--- config.mk ---
export PLATFORM = sky130hd
export DESIGN_NAME = dpt_top
export DESIGN_NICKNAME = d
export VERILOG_FILES = /design/src/logic/dpt_pkg.sv /design/src/logic/dpt_top.sv
export VERILOG_INCLUDE_DIRS = /design/src /design/src/logic
export SDC_FILE = /design/constraint.sdc
export NUM_CORES = 1
export LEC_CHECK = 0
export ABC_AREA = 0
export ABC_CLOCK_PERIOD_IN_PS = 9900
export BUFFER_PORTS_ARGS = -buffer_cell sky130_fd_sc_hd__buf_2
export CAP_MARGIN = 20
export CELL_PAD_IN_SITES_DETAIL_PLACEMENT = 1
export CELL_PAD_IN_SITES_GLOBAL_PLACEMENT = 1
export CORE_UTILIZATION = 25
export CTS_CLUSTER_DIAMETER = 40
export DETAILED_ROUTE_END_ITERATION = 6
export PLACE_DENSITY_LB_ADDON = 0.1
export SLEW_MARGIN = 20
export SYNTH_ARGS = -nofsm -noshare
export SYNTH_HDL_FRONTEND = slang
export SYNTH_SLANG_ARGS = --single-unit
export TNS_END_PERCENT = 30
--- constraint.sdc ---
create_clock -name clk_in -period 9.9 [get_ports clk_in]
set_clock_uncertainty 0.05 [all_clocks]
set_input_delay 0.495 -clock clk_in [delete_from_list [all_inputs] [get_ports clk_in]]
set_output_delay 0.495 -clock clk_in [all_outputs]
set_load 0.1 [all_outputs]
--- src/logic/dpt_defines.svh ---
`ifndef DPT_DEFINES_SVH
`define DPT_DEFINES_SVH

// ----------------------------------------------------------------
// source selection of the wide timer
// ----------------------------------------------------------------
`define DPT_SRC_DIV1        3'h0
`define DPT_SRC_DIV2        3'h1
`define DPT_SRC_DIV4        3'h2
`define DPT_SRC_DIV8        3'h3
`define DPT_SRC_SLOW        3'h4

// ----------------------------------------------------------------
// narrow timer period minimum, prescaler width and wide source select msb
// ----------------------------------------------------------------
`define DPT_NARROW_MIN_PER  14'h0002
`define DPT_PRE_W           3
`define DPT_SEL_MSB         2

// ----------------------------------------------------------------
// reset values
// ----------------------------------------------------------------
`define DPT_RST_WIDE_CNT    16'h0000
`define DPT_RST_NARROW_CNT  14'h0000
`define DPT_RST_PRE         3'h0

`endif

--- src/logic/dpt_pkg.sv ---
package dpt_pkg;

    // one-hot phase of the wide timer
    typedef enum logic [2:0] {
        DPT_WIDE_IDLE = 3'b001,
        DPT_WIDE_HIGH = 3'b010,
        DPT_WIDE_LOW  = 3'b100
    } dpt_wide_e;

    // prescaler count shared by both timers
    typedef logic [2:0] dpt_pre_t;

endpackage : dpt_pkg

--- src/logic/dpt_top.sv ---
`timescale 1ns/1ns
`include "dpt_defines.svh"

// How it works
// - wide timer counts with a 16-bit counter; high and low reloads use full range.
// - both wide outputs carry the same wave from one set of settings.
// - wide period is (high+1)+(low+1) source ticks; source is clock/1,2,4,8 or slow tick.
// - wide duty is (high+1) over the whole period.
// - separate interrupt timer fires every (interrupt period+1) source ticks.
// - narrow timer is built on a 14-bit counter.
// - narrow timer drives three outputs from one common period counter.
// - narrow input tick is system clock or slow tick divided by 1, 2, 4 or 8.
// - narrow period spans 2 up to 16383 input ticks.
// - each narrow output has own duty, from always low to always high.
module dpt_top #(
    parameter int WIDE_W   = 16,
    parameter int NARROW_W = 14
) (
    input  wire logic                clk_in,
    input  wire logic                rst_n_in,
    input  wire logic                slow_tick_in,
    input  wire logic                wide_en_in,
    input  wire logic [2:0]          wide_src_sel_in,
    input  wire logic [WIDE_W-1:0]   wide_high_in,
    input  wire logic [WIDE_W-1:0]   wide_low_in,
    input  wire logic                wide_irq_en_in,
    input  wire logic [WIDE_W-1:0]   wide_irq_period_in,
    input  wire logic                narrow_en_in,
    input  wire logic                narrow_slow_in,
    input  wire logic [1:0]          narrow_div_sel_in,
    input  wire logic [NARROW_W-1:0] narrow_period_in,
    input  wire logic [NARROW_W-1:0] narrow_duty_first_in,
    input  wire logic [NARROW_W-1:0] narrow_duty_second_in,
    input  wire logic [NARROW_W-1:0] narrow_duty_third_in,
    output logic                     wide_wave_first_out,
    output logic                     wide_wave_second_out,
    output logic                     wide_irq_out,
    output logic                     narrow_wave_first_out,
    output logic                     narrow_wave_second_out,
    output logic                     narrow_wave_third_out
);

    // ----------------------------------------------------------------
    // helper: divided tick from a free-running prescaler
    // ----------------------------------------------------------------
    function automatic logic dpt_div_tick(input dpt_pkg::dpt_pre_t cnt,
                                          input logic [1:0] sel);
        logic res;
        res = 1'b0;
        unique case (sel)
            2'h0: res = 1'b1;
            2'h1: res = cnt[0];
            2'h2: res = &cnt[1:0];
            2'h3: res = &cnt[2:0];
        endcase
        return res;
    endfunction : dpt_div_tick

    // ----------------------------------------------------------------
    // prescalers
    // ----------------------------------------------------------------
    dpt_pkg::dpt_pre_t pre_reg;
    dpt_pkg::dpt_pre_t pre_next;
    dpt_pkg::dpt_pre_t slow_pre_reg;
    dpt_pkg::dpt_pre_t slow_pre_next;
    logic              wide_tick;
    logic              narrow_tick;

    // fast prescaler runs every clock, slow one on slow ticks
    always_comb begin
        pre_next      = pre_reg + 3'h1;
        slow_pre_next = slow_pre_reg;
        if (slow_tick_in) begin
            slow_pre_next = slow_pre_reg + 3'h1;
        end
    end

    always_ff @(posedge clk_in or negedge rst_n_in) begin
        if (!rst_n_in) begin
            pre_reg      <= `DPT_RST_PRE;
            slow_pre_reg <= `DPT_RST_PRE;
        end else begin
            pre_reg      <= pre_next;
            slow_pre_reg <= slow_pre_next;
        end
    end

    // source tick selection for both timers
    always_comb begin
        if (wide_src_sel_in[`DPT_SEL_MSB]) begin
            wide_tick = slow_tick_in;
        end else begin
            wide_tick = dpt_div_tick(pre_reg, wide_src_sel_in[1:0]);
        end
        if (narrow_slow_in) begin
            narrow_tick = slow_tick_in && dpt_div_tick(slow_pre_reg, narrow_div_sel_in);
        end else begin
            narrow_tick = dpt_div_tick(pre_reg, narrow_div_sel_in);
        end
    end

    // ----------------------------------------------------------------
    // wide timer: shared high/low wave
    // ----------------------------------------------------------------
    dpt_pkg::dpt_wide_e wide_state_reg;
    dpt_pkg::dpt_wide_e wide_state_next;
    logic [WIDE_W-1:0]  wide_cnt_reg;
    logic [WIDE_W-1:0]  wide_cnt_next;
    logic               wide_wave_reg;
    logic               wide_wave_next;

    // phase sequencing, counting down each reload to zero
    always_comb begin
        wide_state_next = wide_state_reg;
        wide_cnt_next   = wide_cnt_reg;
        wide_wave_next  = wide_wave_reg;
        if (!wide_en_in) begin
            wide_state_next = dpt_pkg::DPT_WIDE_IDLE;
            wide_cnt_next   = `DPT_RST_WIDE_CNT;
            wide_wave_next  = 1'b0;
        end else begin
            unique case (wide_state_reg)
                dpt_pkg::DPT_WIDE_IDLE: begin
                    wide_state_next = dpt_pkg::DPT_WIDE_HIGH;
                    wide_cnt_next   = wide_high_in;
                    wide_wave_next  = 1'b1;
                end
                dpt_pkg::DPT_WIDE_HIGH: begin
                    if (wide_tick) begin
                        if (wide_cnt_reg == '0) begin
                            wide_state_next = dpt_pkg::DPT_WIDE_LOW;
                            wide_cnt_next   = wide_low_in;
                            wide_wave_next  = 1'b0;
                        end else begin
                            wide_cnt_next = wide_cnt_reg - 1'b1;
                        end
                    end
                end
                dpt_pkg::DPT_WIDE_LOW: begin
                    if (wide_tick) begin
                        if (wide_cnt_reg == '0) begin
                            wide_state_next = dpt_pkg::DPT_WIDE_HIGH;
                            wide_cnt_next   = wide_high_in;
                            wide_wave_next  = 1'b1;
                        end else begin
                            wide_cnt_next = wide_cnt_reg - 1'b1;
                        end
                    end
                end
                default: begin
                    wide_state_next = dpt_pkg::DPT_WIDE_IDLE;
                    wide_cnt_next   = `DPT_RST_WIDE_CNT;
                    wide_wave_next  = 1'b0;
                end
            endcase
        end
    end

    always_ff @(posedge clk_in or negedge rst_n_in) begin
        if (!rst_n_in) begin
            wide_state_reg <= dpt_pkg::DPT_WIDE_IDLE;
            wide_cnt_reg   <= `DPT_RST_WIDE_CNT;
            wide_wave_reg  <= 1'b0;
        end else begin
            wide_state_reg <= wide_state_next;
            wide_cnt_reg   <= wide_cnt_next;
            wide_wave_reg  <= wide_wave_next;
        end
    end

    // one wave drives both pins
    assign wide_wave_first_out  = wide_wave_reg;
    assign wide_wave_second_out = wide_wave_reg;

    // ----------------------------------------------------------------
    // wide timer: interrupt timer
    // ----------------------------------------------------------------
    logic [WIDE_W-1:0] irq_cnt_reg;
    logic [WIDE_W-1:0] irq_cnt_next;
    logic              irq_reg;
    logic              irq_next;

    // own down counter, pulses a request at each end
    always_comb begin
        irq_cnt_next = irq_cnt_reg;
        irq_next     = 1'b0;
        if (!wide_irq_en_in) begin
            irq_cnt_next = wide_irq_period_in;
        end else if (wide_tick) begin
            if (irq_cnt_reg == '0) begin
                irq_next     = 1'b1;
                irq_cnt_next = wide_irq_period_in;
            end else begin
                irq_cnt_next = irq_cnt_reg - 1'b1;
            end
        end
    end

    always_ff @(posedge clk_in or negedge rst_n_in) begin
        if (!rst_n_in) begin
            irq_cnt_reg <= `DPT_RST_WIDE_CNT;
            irq_reg     <= 1'b0;
        end else begin
            irq_cnt_reg <= irq_cnt_next;
            irq_reg     <= irq_next;
        end
    end

    assign wide_irq_out = irq_reg;

    // ----------------------------------------------------------------
    // narrow timer: common counter and three duties
    // ----------------------------------------------------------------
    logic [NARROW_W-1:0] narrow_cnt_reg;
    logic [NARROW_W-1:0] narrow_cnt_next;
    logic [2:0]          narrow_wave_reg;
    logic [2:0]          narrow_wave_next;
    logic [NARROW_W-1:0] narrow_per;
    logic [NARROW_W-1:0] narrow_duty [3];

    // short periods are raised to the two-tick minimum
    assign narrow_per = (narrow_period_in < `DPT_NARROW_MIN_PER) ?
                        `DPT_NARROW_MIN_PER : narrow_period_in;
    assign narrow_duty[0] = narrow_duty_first_in;
    assign narrow_duty[1] = narrow_duty_second_in;
    assign narrow_duty[2] = narrow_duty_third_in;

    // count 0..period-1, each output high while count below its duty
    always_comb begin
        narrow_cnt_next  = narrow_cnt_reg;
        narrow_wave_next = 3'h0;
        if (narrow_en_in) begin
            if (narrow_tick) begin
                if (narrow_cnt_reg >= narrow_per - 1'b1) begin
                    narrow_cnt_next = `DPT_RST_NARROW_CNT;
                end else begin
                    narrow_cnt_next = narrow_cnt_reg + 1'b1;
                end
            end
            for (int i = 0; i < 3; i++) begin
                narrow_wave_next[i] = narrow_cnt_next < narrow_duty[i];
            end
        end else begin
            narrow_cnt_next = `DPT_RST_NARROW_CNT;
        end
    end

    always_ff @(posedge clk_in or negedge rst_n_in) begin
        if (!rst_n_in) begin
            narrow_cnt_reg  <= `DPT_RST_NARROW_CNT;
            narrow_wave_reg <= 3'h0;
        end else begin
            narrow_cnt_reg  <= narrow_cnt_next;
            narrow_wave_reg <= narrow_wave_next;
        end
    end

    assign narrow_wave_first_out  = narrow_wave_reg[0];
    assign narrow_wave_second_out = narrow_wave_reg[1];
    assign narrow_wave_third_out  = narrow_wave_reg[2];
endmodule : dpt_top

### After elaboration in Yosys (flattened, before gate mapping)

Index checks and enable logic that the tools add are counted.

* $add $sub $neg: 6
* magnitude comparators: 5
* equality and inequality tests: 14
* mux-type cells: 36
* reduce and logical (&&, ||, !) cells: 11

Operator list (number)
* $mux 16: 8
* $mux 14: 5
* $pmux 16 s3: 1
* $lt 14x14->1: 3
* $logic_not 16->1: 2
* $sub 16x1->16 const B: 2
* $mux 3: 6
* $add 14x1->14 const B: 1
* $ge 14x14->1: 1
* $lt 14x2->1 const B: 1
* $sub 14x1->14 const B: 1
* $ne 3x3->1 const B: 4
* $pmux 1 s4: 3
* $mux 1: 11
* $pmux 3 s3: 1
* $eq 2x2->1 const B: 4
* $add 3x1->3 const B: 2
* $reduce_and 2->1: 3
* $reduce_and 3->1: 2
* $eq 2x1->1 const B: 2
* $logic_not 2->1: 2
* $reduce_and 4->1: 1
* $eq 3x1->1 const B: 1
* $eq 3x2->1 const B: 1
* 4 further kinds: 4

* register bits: 60
* input port bits: 116
* output and inout bits: 6
* word-level logic and storage cells: 81

### Longest topological paths before layout

* word-level depth: 9
* gate-level depth with buffers: 21
* depth with buffers taken out: 20

### Least setup slack after synthesis

No wires, ideal clock.

* kind: input to register
* start: input narrow_period_in[8]
* end: register narrow_wave_reg[0]
* library setup time: 129 ps
* arrival time: 5306 ps
* required time: 9721 ps
* slack: 4415 ps
* stages: 20
* buffers on the path: 1
* cell sequence: or4_1 > nor4b_2 > nand2_1 > o21ai_0 > ha_1 > nand3_1 > nor3_1 > xnor2_1 > ha_1 > nand4_1 > or2_2 > a311o_1 > a21oi_2 > buf_2 > nor2_1 > ha_1 > nand4_1 > or4_1 > o221a_2 > o41a_1

* word-level cells in the longest chain between the ends: 9

Ends and longest elaborated chain
* start, declared: line dpt_top.sv:31 `input wire logic [NARROW_W-1:0] narrow_period_in,`
* $lt 14x2->1 (no line)
* $mux 14 *: line dpt_top.sv:222 `` assign narrow_per = (narrow_period_in < `DPT_NARROW_MIN_PER) ? ``
* $sub 14x1->14 *: line dpt_top.sv:234 `if (narrow_cnt_reg >= narrow_per - 1'b1) begin`
* $ge 14x14->1 *: line dpt_top.sv:234
* $mux 14 *: line dpt_top.sv:234
* $mux 14 *: line dpt_top.sv:233 `if (narrow_tick) begin`
* $mux 14 *: line dpt_top.sv:232 `if (narrow_en_in) begin`
* $lt 14x14->1 *: line dpt_top.sv:241 `narrow_wave_next[i] = narrow_cnt_next < narrow_duty[i];`
* $mux 3 *: line dpt_top.sv:232
* named net narrow_wave_next[0]: line dpt_top.sv:217 `logic [2:0] narrow_wave_next;`
* end signal, assigned: line dpt_top.sv:254 `narrow_wave_reg <= narrow_wave_next;`
* end, declared: line dpt_top.sv:216 `logic [2:0] narrow_wave_reg;`

Mark *: on every way through the listed nets, which the timed path passes. The rest lies on a longest branch. The select of a mux whose other input is x is not followed.
A chain may end at the register's enable or synchronous reset.

### Final worst setup path

* start: input narrow_period_in[8]
* end: register narrow_wave_reg[2]

Same word-level chain as after synthesis.

==> metrics.md <==
| Metric | Value |
|---|---|
| Starting density of the core | `25.6%` |
| Worst slew pin tran | `1.03 ns` |
| Post-synth EDFFs | `0` |
| First-pass GRT wire length | `30.3 mm` |
| # H-tree levels | `3` |
| Period utilization | `61.6%` |
| Layout area overhead | `21.0%` |
| CTS root buf | `clkbuf_16` |
| Initial DRC count | `256` |
| Yosys top cell area share | `26.8%` |
| Crit end category | `flop` |
| Top cells by area, synth | `dfrtp_1 27%, ha_1 15%, inv_1 4.4%` |
| Vias in the first global route | `5870` |
| Fin crit period | `6.10 ns` |
| VDD IR max | `0.0000824 V` |
| Sequential share of the synthesized area | `27.3%` |
| Share of cells above drive strength 1 | `21.6%` |
| Slew Limit Fails | `0` |
| Setup Buffers After CTS | `0` |
| Wire per inst | `18.0 µm` |
| IO Pins | `122` |
| RSZ-0062 raised after global routing | `false` |
| Die height | `149 µm` |
| Crit Path Max Fanout | `18` |
| Drt total wl | `18.6 mm` |
| Pwr Total | `0.955 mW` |
| Cell Count Post-Placement | `1020` |
| Nature of the critical path startpoint | `primary input` |
| CP arrival | `6.27 ns` |
| Synth area leader | `dfrtp_1` |
| Ys Warns | `0` |
| Filler instances | `2513` |
| Synthesized area | `5420 µm²` |
| Commonest cells after routing, fill and taps aside | `121 x buf_2, 63 x inv_1, 63 x ha_1, 58 x dfrtp_1, 46 x nor2_1` |
| RePlAce Congestion | `0.832` |
| Max transition margin | `31.2%` |
| Count of cell types in the netlist | `76` |
| Cts hold-fix bufs | `0` |
| Die ar. | `22300 µm²` |
| Residual DRC count | `0` |
| Final Non-Filler Cells | `1037` |
| Synth Flop Type | `dfrtp_1` |
| Post-synth ARST share | `100%` |
| Fin nets | `935` |
| Final setup viols | `0` |
| Power per cell area | `146 nW/µm²` |
| Row count | `53` |
| Status | `complete, no violations` |
| Max-cap violations | `0` |
| CTS Buf Count | `9` |
| Post-Syn Instances | `640` |
| Largest net degree at the start of global routing | `60` |
| Number of port buffers | `121` |
| Syn nets | `819` |
| Initial antenna violation count | `1` |
| Final Hold Viols | `0` |
| CTS Sinks | `59` |
| Setup_tns | `0 ns` |
| Flops & latches, synth | `59` |
| GRT overflow | `0` |
| Maximum clock rate | `164 MHz` |
| First-pass detailed-route iteration total | `6` |
| Clk slew on worst S/H paths | `0.06 ns` |
| Core box area | `21200 µm²` |
| GR Util All Layers | `17.4%` |
| CTS tree | `done` |
| DP HPWL | `14.6 mm` |
| Die width | `149 µm` |
| Clock Latency Late Sink | `0.33 ns` |
| Leakage power | `3.20 nW` |
| Detail Route Antenna Nets | `0` |
| Final hold slack | `0.309 ns` |
| Avg Inst Size Synth | `8.46 µm²` |
| DR vias/cell | `5.17` |
| CP required | `10.06 ns` |
| Post_cts resized | `0` |
| Detailed-route via count | `5364` |
| Crit path kind | `primary input to flop` |
| Hold/Removal Path Class | `primary input to async pin` |
| Commonest non-fill, non-tap cell in the layout | `buf_2` |
| CTS Buffer Depth | `2` |
power breakdown:
| group | internal [mW] | switching [mW] |
|---|---|---|
| clock network | 0.168 | 0.124 |
| logic | 0.134 | 0.212 |
| registers | 0.273 | 0.0435 |
through the flow:
stage / instance area, µm² / setup WS (ns) / utilization [%]
3_3_place_gp: 6290 / 3.68 / 29.7
2_1_floorplan: 5420 / 4.41 / -
3_5_place_dp: 6290 / 3.39 / 29.7
5_1_grt: 6550 / 3.32 / 31.0
6_report: 6550 / 3.80 / 31.0
4_1_cts: 6550 / 3.74 / 31.0
cells by family (layout without fill, tap and decap cells):
| family | after synthesis | count (layout) | share of synthesized area [%] |
|---|---|---|---|
| simple gates | 233 | 233 | 23.4 |
| flops | 59 | 59 | 27.3 |
| buf+inv | 83 | 204 | 6.35 |
| xor+xnor | 24 | 24 | 3.88 |
| other cells | 0 | 1 | 0 |
| compound gates | 162 | 162 | 21.2 |
| fa+ha+maj | 63 | 63 | 14.6 |
| mux | 16 | 16 | 3.26 |
worst paths after layout:
check                                                to  slack, ns  cells past startpoint                    startpoint
max                        narrow_wave_reg[2]$_DFF_PN0_       3.80                     20           narrow_period_in[8]
min                        narrow_wave_reg[2]$_DFF_PN0_       0.31                      2                      rst_n_in
max reg2reg                narrow_wave_reg[2]$_DFF_PN0_       5.77                     11  narrow_cnt_reg[11]$_DFF_PN0_
min reg2reg                        pre_reg[1]$_DFF_PN0_       0.42                      1          pre_reg[1]$_DFF_PN0_
max in group asynchronous  wide_cnt_reg[11]$_DFFE_PN0P_       8.91                      2                      rst_n_in
min in group clk_in          irq_cnt_reg[6]$_DFFE_PN0P_       0.36                      3         wide_irq_period_in[6]
metal layers:
layer	up-vias	part of all wire, %	track usage, %
met5	-	0	0
met4	0	1.3	4.64
met2	84	52	32.2
met3	20	2.8	3.00
met1	2622	44	20.4
li1	2638	-	-
synthesized netlist by cell type, drive strengths merged (15+ instances only):
cell type / instances
xnor2: 19
nand4: 15
dfrtp: 58
nand2: 41
nand3: 18
ha: 63
a21o: 15
a21oi: 25
nor4: 15
nor2: 47
o21ai: 39
inv: 63
nor3: 35
area by class of cell:
cell class,count,area [µm²],share of cell area (%)
diodes,1,2.50,0.0382
clock buffers,11,233,3.55
clock inverters,5,30.0,0.458
inverters,63,236,3.61
multi-input cells,498,3590,54.8
flip-flops and latches,59,1480,22.5
well taps,275,344,5.25
repair buffers,125,636,9.70
critical path: stages:
cell	delay, ns
buf_2	0.11
or4_1	0.62
nor4b_2	0.47
nand2_1	0.10
o21ai_0	0.24
ha_1	0.26
nand3_1	0.17
nor3_1	0.24
xnor2_1	0.09
ha_1	0.27
nand4_1	0.13
or2_2	0.34
a311o_1	0.34
a21oi_2	0.67
nor2_1	0.25
ha_1	0.37
nand4_1	0.15
or4_1	0.56
o221a_2	0.27
o41a_1	0.11
No activity file was read; power rests on OpenSTA's default activity.
